## config.mk

```make
export PLATFORM = sky130hd
export DESIGN_NAME = ccp_capture_select
export DESIGN_NICKNAME = d
export VERILOG_FILES = /design/src/ccp_pkg.sv /design/src/ccp_capture_select.sv
export SDC_FILE = /design/constraint.sdc
export NUM_CORES = 1
export LEC_CHECK = 0
export BUFFER_PORTS_ARGS = -buffer_cell sky130_fd_sc_hd__buf_4
export CAP_MARGIN = 20
export CORE_ASPECT_RATIO = 1.1
export CORE_UTILIZATION = 53
export DETAILED_ROUTE_END_ITERATION = 8
export PLACE_DENSITY = 0.86
export SLEW_MARGIN = 20
export SYNTH_ARGS = -nofsm -noshare
export SYNTH_HDL_FRONTEND = slang
export SYNTH_SLANG_ARGS = --single-unit
```

## constraint.sdc

```tcl
create_clock -name i_clk -period 3.2 [get_ports i_clk]
set_input_delay 0.16 -clock i_clk [delete_from_list [all_inputs] [get_ports i_clk]]
set_output_delay 0.16 -clock i_clk [all_outputs]
set_load 0.02 [all_outputs]
```

## src/ccp_pkg.sv

```systemverilog
// Shared constants and types for the capture unit pair and timer routing.
// Assumes one 20 MHz core clock and a synchronous active-low reset.
package ccp_pkg;

    // Mode codes on the low four control bits
    localparam logic [3:0] MODE_OFF = 4'h0;
    localparam logic [3:0] MODE_CMP_TOGGLE = 4'h2;
    localparam logic [3:0] MODE_CAP_FALL = 4'h4;
    localparam logic [3:0] MODE_CAP_RISE = 4'h5;
    localparam logic [3:0] MODE_CAP_4TH = 4'h6;
    localparam logic [3:0] MODE_CAP_16TH = 4'h7;
    localparam logic [3:0] MODE_CMP_TRIG = 4'hB;

    // Mode class held in the upper two mode bits
    localparam logic [1:0] CLASS_CAPTURE = 2'h1;
    localparam logic [1:0] CLASS_COMPARE = 2'h2;
    localparam logic [1:0] CLASS_PWM = 2'h3;

    // Last prescaler count before a capture fires
    localparam logic [3:0] PRE_LAST_4TH = 4'h3;
    localparam logic [3:0] PRE_LAST_16TH = 4'hF;

    // Values after reset
    localparam logic [3:0] PRE_RESET = 4'h0;
    localparam logic [15:0] VALUE_RESET = 16'h0000;

    // Flag positions in the third peripheral flag register
    localparam int FLAG_POS_UNIT_ONE = 1;
    localparam int FLAG_POS_UNIT_TWO = 2;

    // Open-drain select positions in the port G direction register
    localparam int OD_POS_UNIT_ONE = 5;
    localparam int OD_POS_UNIT_TWO = 6;

    // Snapshot of a timer, split into high and low bytes
    typedef struct packed {
        logic [7:0] high;
        logic [7:0] low;
    } ccp_value_t;

endpackage

```

## src/ccp_capture_select.sv

```systemverilog
// Capture unit pair with timer selection, trigger routing and pin muxing.
// Assumes all inputs are synchronous to i_clk except the capture pins,
// which are synchronised here; compare and PWM waveforms come from outside.
//
// How it works
// - Capture/compare on first or third timer
// - Both units run together, may share
// - Two timers, first and third; classes share timers
// - Open-drain select makes output open-drain
// - Pin select routes unit two pin
// - Compare trigger resets timer; unit two starts ADC
// - Trigger reset may disturb capturing unit
// - Both PWMs share period and update rate
// - Capture copies full 16-bit timer value
// - Falling, rising, 4th or 16th edge
// - Codes 0100, 0101, 0110, 0111 decode
// - Code 0000 disables; snapshot and flag keep their values
// - Capture sets sticky flag until cleared
// - New capture overwrites unread value silently
// - Output pin writes still count as edges
// - Mode change may falsely set flag
// - Prescaler cleared when off or not capturing
// - Prescaler switch keeps count, may interrupt
`timescale 1ns/1ps

// One capture unit: synchroniser, prescaler, snapshot, flag, trigger
module ccp_unit (
    input wire logic i_clk,
    input wire logic i_rstn,
    input wire logic [3:0] i_mode,
    input wire logic i_pin,
    input wire logic [15:0] i_timer,
    input wire logic i_flag_clear,
    input wire logic i_match,
    output ccp_pkg::ccp_value_t o_value,
    output logic o_flag,
    output logic o_trig
);
    logic sync_a; // First synchroniser stage
    logic sync_b; // Second synchroniser stage
    logic sync_c; // Delayed copy for edge detection
    logic rise; // One-cycle rising edge
    logic fall; // One-cycle falling edge
    logic is_capture; // Unit sits in a capture mode
    logic is_compare; // Unit sits in a compare mode
    logic pre_used; // Prescaled capture mode
    logic [3:0] pre_last; // Count at which the capture fires
    logic [3:0] pre_cnt; // Prescaler counter
    logic [3:0] next_pre_cnt; // Next prescaler count
    logic cap_evt; // Capture fires this cycle

    // Pin synchroniser; an output-driven pad reads back here too
    always_ff @(posedge i_clk) begin
        if (!i_rstn) begin
            sync_a <= 1'b0;
            sync_b <= 1'b0;
            sync_c <= 1'b0;
        end else begin
            sync_a <= i_pin;
            sync_b <= sync_a;
            sync_c <= sync_b;
        end
    end

    // Edges seen only past the second stage
    assign rise = sync_b & ~sync_c;
    assign fall = ~sync_b & sync_c;

    // Mode class decode
    assign is_capture = (i_mode[3:2] == ccp_pkg::CLASS_CAPTURE);
    assign is_compare = (i_mode[3:2] == ccp_pkg::CLASS_COMPARE) ||
                        (i_mode == ccp_pkg::MODE_CMP_TOGGLE);
    assign pre_used = (i_mode == ccp_pkg::MODE_CAP_4TH) ||
                      (i_mode == ccp_pkg::MODE_CAP_16TH);
    assign pre_last = (i_mode == ccp_pkg::MODE_CAP_4TH) ?
                      ccp_pkg::PRE_LAST_4TH : ccp_pkg::PRE_LAST_16TH;

    // Capture event select by mode code
    always_comb begin
        case (i_mode)
            ccp_pkg::MODE_CAP_FALL: begin
                cap_evt = fall;
            end
            ccp_pkg::MODE_CAP_RISE: begin
                cap_evt = rise;
            end
            ccp_pkg::MODE_CAP_4TH, ccp_pkg::MODE_CAP_16TH: begin
                // A count left over from a wider setting fires on the next rising edge
                cap_evt = rise && (pre_cnt >= pre_last);
            end
            default: begin
                cap_evt = 1'b0;
            end
        endcase
    end

    // Next prescaler count
    always_comb begin
        if (!is_capture) begin
            next_pre_cnt = ccp_pkg::PRE_RESET;
        end else if (pre_used && rise) begin
            next_pre_cnt = cap_evt ? ccp_pkg::PRE_RESET : pre_cnt + 4'h1;
        end else begin
            next_pre_cnt = pre_cnt; // Code switch keeps the count
        end
    end

    // Prescaler counter register
    always_ff @(posedge i_clk) begin
        if (!i_rstn) begin
            pre_cnt <= ccp_pkg::PRE_RESET;
        end else begin
            pre_cnt <= next_pre_cnt;
        end
    end

    // Snapshot; a later capture simply overwrites the old value
    always_ff @(posedge i_clk) begin
        if (!i_rstn) begin
            o_value <= ccp_pkg::VALUE_RESET;
        end else if (cap_evt) begin
            o_value <= i_timer;
        end
    end

    // Sticky flag; a new event wins over a clear in the same cycle
    always_ff @(posedge i_clk) begin
        if (!i_rstn) begin
            o_flag <= 1'b0;
        end else if (cap_evt || (is_compare && i_match)) begin
            o_flag <= 1'b1; // Edge leftovers after a mode change count
        end else if (i_flag_clear) begin
            o_flag <= 1'b0;
        end
    end

    // Special event trigger pulse on a compare match
    always_ff @(posedge i_clk) begin
        if (!i_rstn) begin
            o_trig <= 1'b0;
        end else begin
            o_trig <= (i_mode == ccp_pkg::MODE_CMP_TRIG) && i_match;
        end
    end
endmodule

// Top: two units, time base selection, trigger routing and pin drive
module ccp_capture_select (
    input wire logic i_clk,
    input wire logic i_rstn,
    input wire logic [3:0] i_unit_one_mode_code,
    input wire logic [3:0] i_unit_two_mode_code,
    input wire logic [1:0] i_timer_select,
    input wire logic [15:0] i_first_timer,
    input wire logic [15:0] i_third_timer,
    input wire logic i_unit_two_pin_select,
    input wire logic i_unit_one_open_drain,
    input wire logic i_unit_two_open_drain,
    input wire logic i_unit_one_pin,
    input wire logic i_default_port_pin,
    input wire logic i_alternate_port_pin,
    input wire logic [1:0] i_flag_clear,
    input wire logic [1:0] i_match,
    input wire logic i_pwm_period_match,
    input wire logic i_unit_one_level,
    input wire logic i_unit_two_level,
    output ccp_pkg::ccp_value_t o_unit_one_value,
    output ccp_pkg::ccp_value_t o_unit_two_value,
    output logic o_unit_one_irq_flag,
    output logic o_unit_two_irq_flag,
    output logic o_first_timer_reset,
    output logic o_third_timer_reset,
    output logic o_adc_start,
    output logic o_pwm_update,
    output logic o_unit_one_pin_out,
    output logic o_unit_one_pin_oe,
    output logic o_default_port_pin_out,
    output logic o_default_port_pin_oe,
    output logic o_alternate_port_pin_out,
    output logic o_alternate_port_pin_oe
);
    logic [15:0] base_one; // Time base of unit one
    logic [15:0] base_two; // Time base of unit two
    logic unit_two_pin; // Routed input pin of unit two
    logic trig_one; // Unit one trigger pulse
    logic trig_two; // Unit two trigger pulse
    logic pwm_one; // Unit one in PWM class
    logic pwm_two; // Unit two in PWM class
    logic drv_one_oe; // Unit one drive enable
    logic drv_two_oe; // Unit two drive enable

    // Output modes: compare class, toggle compare or PWM class
    function automatic logic out_mode(input logic [3:0] mode);
        out_mode = (mode[3:2] == ccp_pkg::CLASS_COMPARE) ||
                   (mode[3:2] == ccp_pkg::CLASS_PWM) ||
                   (mode == ccp_pkg::MODE_CMP_TOGGLE);
    endfunction

    // Each unit picks its own 16-bit timer; bit set means third timer
    assign base_one = i_timer_select[0] ? i_third_timer
                                        : i_first_timer;
    assign base_two = i_timer_select[1] ? i_third_timer
                                        : i_first_timer;
    // Unit two input comes from the selected pad
    assign unit_two_pin = i_unit_two_pin_select ? i_default_port_pin
                                                : i_alternate_port_pin;
    assign pwm_one = (i_unit_one_mode_code[3:2] == ccp_pkg::CLASS_PWM);
    assign pwm_two = (i_unit_two_mode_code[3:2] == ccp_pkg::CLASS_PWM);
    // Open drain drives only low, and releases the pin for a high
    assign drv_one_oe = out_mode(i_unit_one_mode_code) &&
                        !(i_unit_one_open_drain && i_unit_one_level);
    assign drv_two_oe = out_mode(i_unit_two_mode_code) &&
                        !(i_unit_two_open_drain && i_unit_two_level);

    // Unit one, running side by side with unit two
    ccp_unit u_unit_one (
        .i_clk(i_clk),
        .i_rstn(i_rstn),
        .i_mode(i_unit_one_mode_code),
        .i_pin(i_unit_one_pin),
        .i_timer(base_one),
        .i_flag_clear(i_flag_clear[0]),
        .i_match(i_match[0]),
        .o_value(o_unit_one_value),
        .o_flag(o_unit_one_irq_flag),
        .o_trig(trig_one)
    );

    // Unit two, possibly sharing unit one's timer
    ccp_unit u_unit_two (
        .i_clk(i_clk),
        .i_rstn(i_rstn),
        .i_mode(i_unit_two_mode_code),
        .i_pin(unit_two_pin),
        .i_timer(base_two),
        .i_flag_clear(i_flag_clear[1]),
        .i_match(i_match[1]),
        .o_value(o_unit_two_value),
        .o_flag(o_unit_two_irq_flag),
        .o_trig(trig_two)
    );

    // Trigger routing; a reset hits whichever unit shares that timer
    always_ff @(posedge i_clk) begin
        if (!i_rstn) begin
            o_first_timer_reset <= 1'b0;
            o_third_timer_reset <= 1'b0;
            o_adc_start <= 1'b0;
        end else begin
            o_first_timer_reset <= (trig_one && !i_timer_select[0]) ||
                                   (trig_two && !i_timer_select[1]);
            o_third_timer_reset <= (trig_one && i_timer_select[0]) ||
                                   (trig_two && i_timer_select[1]);
            o_adc_start <= trig_two; // Only unit two starts a conversion
        end
    end

    // Shared PWM update from the single PWM timer period
    always_ff @(posedge i_clk) begin
        if (!i_rstn) begin
            o_pwm_update <= 1'b0;
        end else begin
            o_pwm_update <= i_pwm_period_match && (pwm_one || pwm_two);
        end
    end

    // Pad drive for unit one
    always_ff @(posedge i_clk) begin
        if (!i_rstn) begin
            o_unit_one_pin_out <= 1'b0;
            o_unit_one_pin_oe <= 1'b0;
        end else begin
            o_unit_one_pin_out <= i_unit_one_level && !i_unit_one_open_drain;
            o_unit_one_pin_oe <= drv_one_oe;
        end
    end

    // Pad drive for unit two on the selected pad only
    always_ff @(posedge i_clk) begin
        if (!i_rstn) begin
            o_default_port_pin_out <= 1'b0;
            o_default_port_pin_oe <= 1'b0;
            o_alternate_port_pin_out <= 1'b0;
            o_alternate_port_pin_oe <= 1'b0;
        end else begin
            o_default_port_pin_out <= i_unit_two_level &&
                                      !i_unit_two_open_drain;
            o_alternate_port_pin_out <= i_unit_two_level &&
                                        !i_unit_two_open_drain;
            o_default_port_pin_oe <= drv_two_oe && i_unit_two_pin_select;
            o_alternate_port_pin_oe <= drv_two_oe &&
                                       !i_unit_two_pin_select;
        end
    end
endmodule

```

==> results.txt <==
Final min period: 2.268 ns
Cts bufs inserted: 9
Die height: 78.71 µm
Final period util: 70.87%
Final setup skew: 0.007571 ns
DR vias: 2,489
Synth Warn #: 0
Worst path arrival time: 2.56 ns
Simple-gate portion of the synthesized area: 14.83%
CP Launch Type: flop
Count of cell types in the netlist: 37
WP data required: 3.50 ns
Most common cell after layout, fill and taps aside: buf_4
Core ar.: 5067 µm²
Final setup fails: 0
Worst path slowest cell: a211oi_2
Hold WC Path Type: input pin to flop
Initial DRC count: 119
CP Cell Sequence: ha_1, a21oi_1, a211oi_2, or2_1, o31a_1
Fillers: 394
Int Pwr: 1284 µW
Sequential Power Share: 44.4%
Routed length on met3: 514 µm
Slew Limit Fails: 0
Avg Inst Size Synth: 9.913 µm²
Comb pwr share: 10.6%
Mux contribution to synthesized area: 11.65%
Crit path largest cell delay: 0.69 ns
Synth Area in Compound Gates: 24.01%
CP Class: flop to flop
Clock Sinks: 59
Drt total wl: 6.907 mm
Initial antenna violation count: 0
WL met1: 2.901 mm
Psw: 412.8 µW
Vias in the first global route: 2,380
Die Wd: 71.74 µm
Sequential-to-total area share from yosys stat: 41.66%
Reg clk slew, reported paths: 0.07 ns
First-pass DRT Iterations: 4
CTS tree: done
Endpoints failing hold: 0
Post-DP HPWL: 5.134 mm
DRC violation count after routing: 0
CTS Buffer Depth: 2
Final #Nets: 442
N_diodes: 0
Total power draw: 1696 µW
Highest metal used: met4
Synthesized area: 2835 µm²
First-pass GRT wire length: 11.13 mm
Max_cap viols: 0
Clock power share: 45.0%
Lkg Pwr: 0.002062 µW
GRT Util Overall: 26.38%
Setup TNS: 0 ns
Row count: 27
CTS Root Cell: clkbuf_8
Gate Count Post-Synth: 286
Largest family of logic cells by synthesized area: compound AO/OA/AOI/OAI gates
CTS H-tree depth: 3
Area of the multi-input gates: 1506 µm²
#FFs+latches synth: 59
Worst path top cell family by delay: compound AO/OA/AOI/OAI gates
Synth Area in Adders: 2.648%
Routed Antenna Nets: 0
Total setup buffers inserted after CTS: 0
Switching Share: 24.33%
Area Growth Syn to Fin: 33.05%
Buffers & Inverters on Critical Path: 0
Clk Latency, worst-skew pair: 0.35 ns
Status: finished clean
Max FO, Critical Path: 17
P per Cell Area: 449.7 nW/µm²
Layout cell share with drive strength beyond 1: 32.03%
Crit. End Element: flop
Die Footprint: 5646 µm²
Worst-margin pin slew: 0.7578 ns
Total grt overflow: 0
Net Count, Synth: 349
Slew HR: 49.39%
Initial Util: 55.95%
Largest net degree at the start of global routing: 53
Register area: 1181 µm²
Met2 wire length: 3.318 mm
Boundary pin count: 101
DR WL/cell: 15.63 µm
Drt via density: 5.631
VDD IR-drop max: 0.4092 mV
IO buf count: 100
Xor/xnor share of the synthesized area: 0%
Placer Congestion: 0.8765
Commonest non-fill, non-tap cells in the layout: 100 x buf_4, 59 x dfxtp_1, 34 x o21ai_0
Unrepaired setup endpoints after global routing: false
Fmax: 0.4410 GHz
-- metal layers --
layer	GRT usage [%]	up-vias
met5	0	-
met4	12.16	0
met3	7.487	15
met2	42.83	104
met1	32.26	1132
li1	-	1238
-- cell usage after synthesis, drive strengths merged --
master / number / area share [%]
nor2: 12 / 1.6
nor2b: 6 / 1.3
o211a: 33 / 12
clkbuf: 10 / 1.4
and3b: 3 / 0.93
nand4b: 1 / 0.31
nand2: 12 / 1.6
nand2b: 5 / 1.1
mux2i: 33 / 12
nand3: 6 / 1.1
o31a: 3 / 0.93
or3b: 2 / 0.79
or4: 3 / 0.79
or2: 3 / 0.66
inv: 7 / 0.93
and2: 9 / 2.0
or2b: 1 / 0.26
o22ai: 1 / 0.22
a211oi: 5 / 2.6
a22oi: 2 / 0.53
nand4: 3 / 0.66
dfxtp: 59 / 42
nand3b: 5 / 1.3
or3: 2 / 0.44
buf: 9 / 2.9
o21ai: 34 / 6.0
a21oi: 8 / 1.4
a31oi: 2 / 0.44
o211ai: 1 / 0.26
ha: 6 / 2.6
-- registers in the layout, summed over array words and instances (netlist names), 4 cells and up --
| name | count |
|---|---|
| u_unit_two.o_value | 16 |
| u_unit_two.pre_cnt | 4 |
| u_unit_one.pre_cnt | 4 |
| u_unit_one.o_value | 16 |
-- layout make-up --
class / instances / share of cell area [%]
Tap cell: 58 / 1.924
Clock buffer: 9 / 3.284
Clock inverter: 7 / 2.687
Inverter: 7 / 0.6965
Multi-Input combinational cell: 201 / 39.93
Sequential cell: 59 / 31.31
Timing Repair Buffer: 101 / 20.17
-- path summary, 6_finish.rpt --
check | slack [ns] | startpoint | cells past startpoint | to
worst min register to register | 0.44 | u_unit_two.sync_a | 1 | u_unit_two.sync_b
worst max-delay path | 0.93 | u_unit_two.pre_cnt[3] | 5 | u_unit_two.o_flag
worst min-delay path | 0.02 | i_unit_one_pin | 2 | u_unit_one.sync_a
worst max register to register | 0.93 | u_unit_two.pre_cnt[3] | 5 | u_unit_two.o_flag
-- power by group through the flow --
stage | Combinational (µW) | Clock (µW) | Sequential, µW
6_report | 179 | 764 | 754
2_1_floorplan | 75.4 | 0 | 781
3_3_place_gp | 177 | 0 | 770
3_5_place_dp | 178 | 0 | 770
4_1_cts | 180 | 770 | 754
5_1_grt | 194 | 807 | 754
-- cell families (layout without fill, tap and decap cells) --
kind of cell,after synthesis,after routing
AOI/OAI and AO/OA,89,89
adders and majority gates,6,6
buffers and inverters,26,124
DFF,59,59
muxes,33,33
and+or+nand+nor,73,73
-- timing repair --
| item | CTS | global route |
|---|---|---|
| endpoints found under the setup margin | 0 | 0 |
| gates resized for setup | 0 | 0 |
| endpoints found under the hold margin | 1 | 0 |
| hold buffers | 1 | 0 |
-- per-stage QoR --
step                hold WS (ns)  cells  worst slack (ns)  utilization (%)  cell area, µm²
detailed placement        0.3571    425            0.6652            69.80            3537
floorplan                 0.2324    286             1.237                -            2835
CTS                      0.01284    442            0.9514            74.44            3772
global placement          0.3515    425            0.7687            69.80            3537
finish                   0.02220    442            0.9322            74.44            3772
global route             0.02467    442            0.6785            74.44            3772
(Power assumes the default switching activity.)
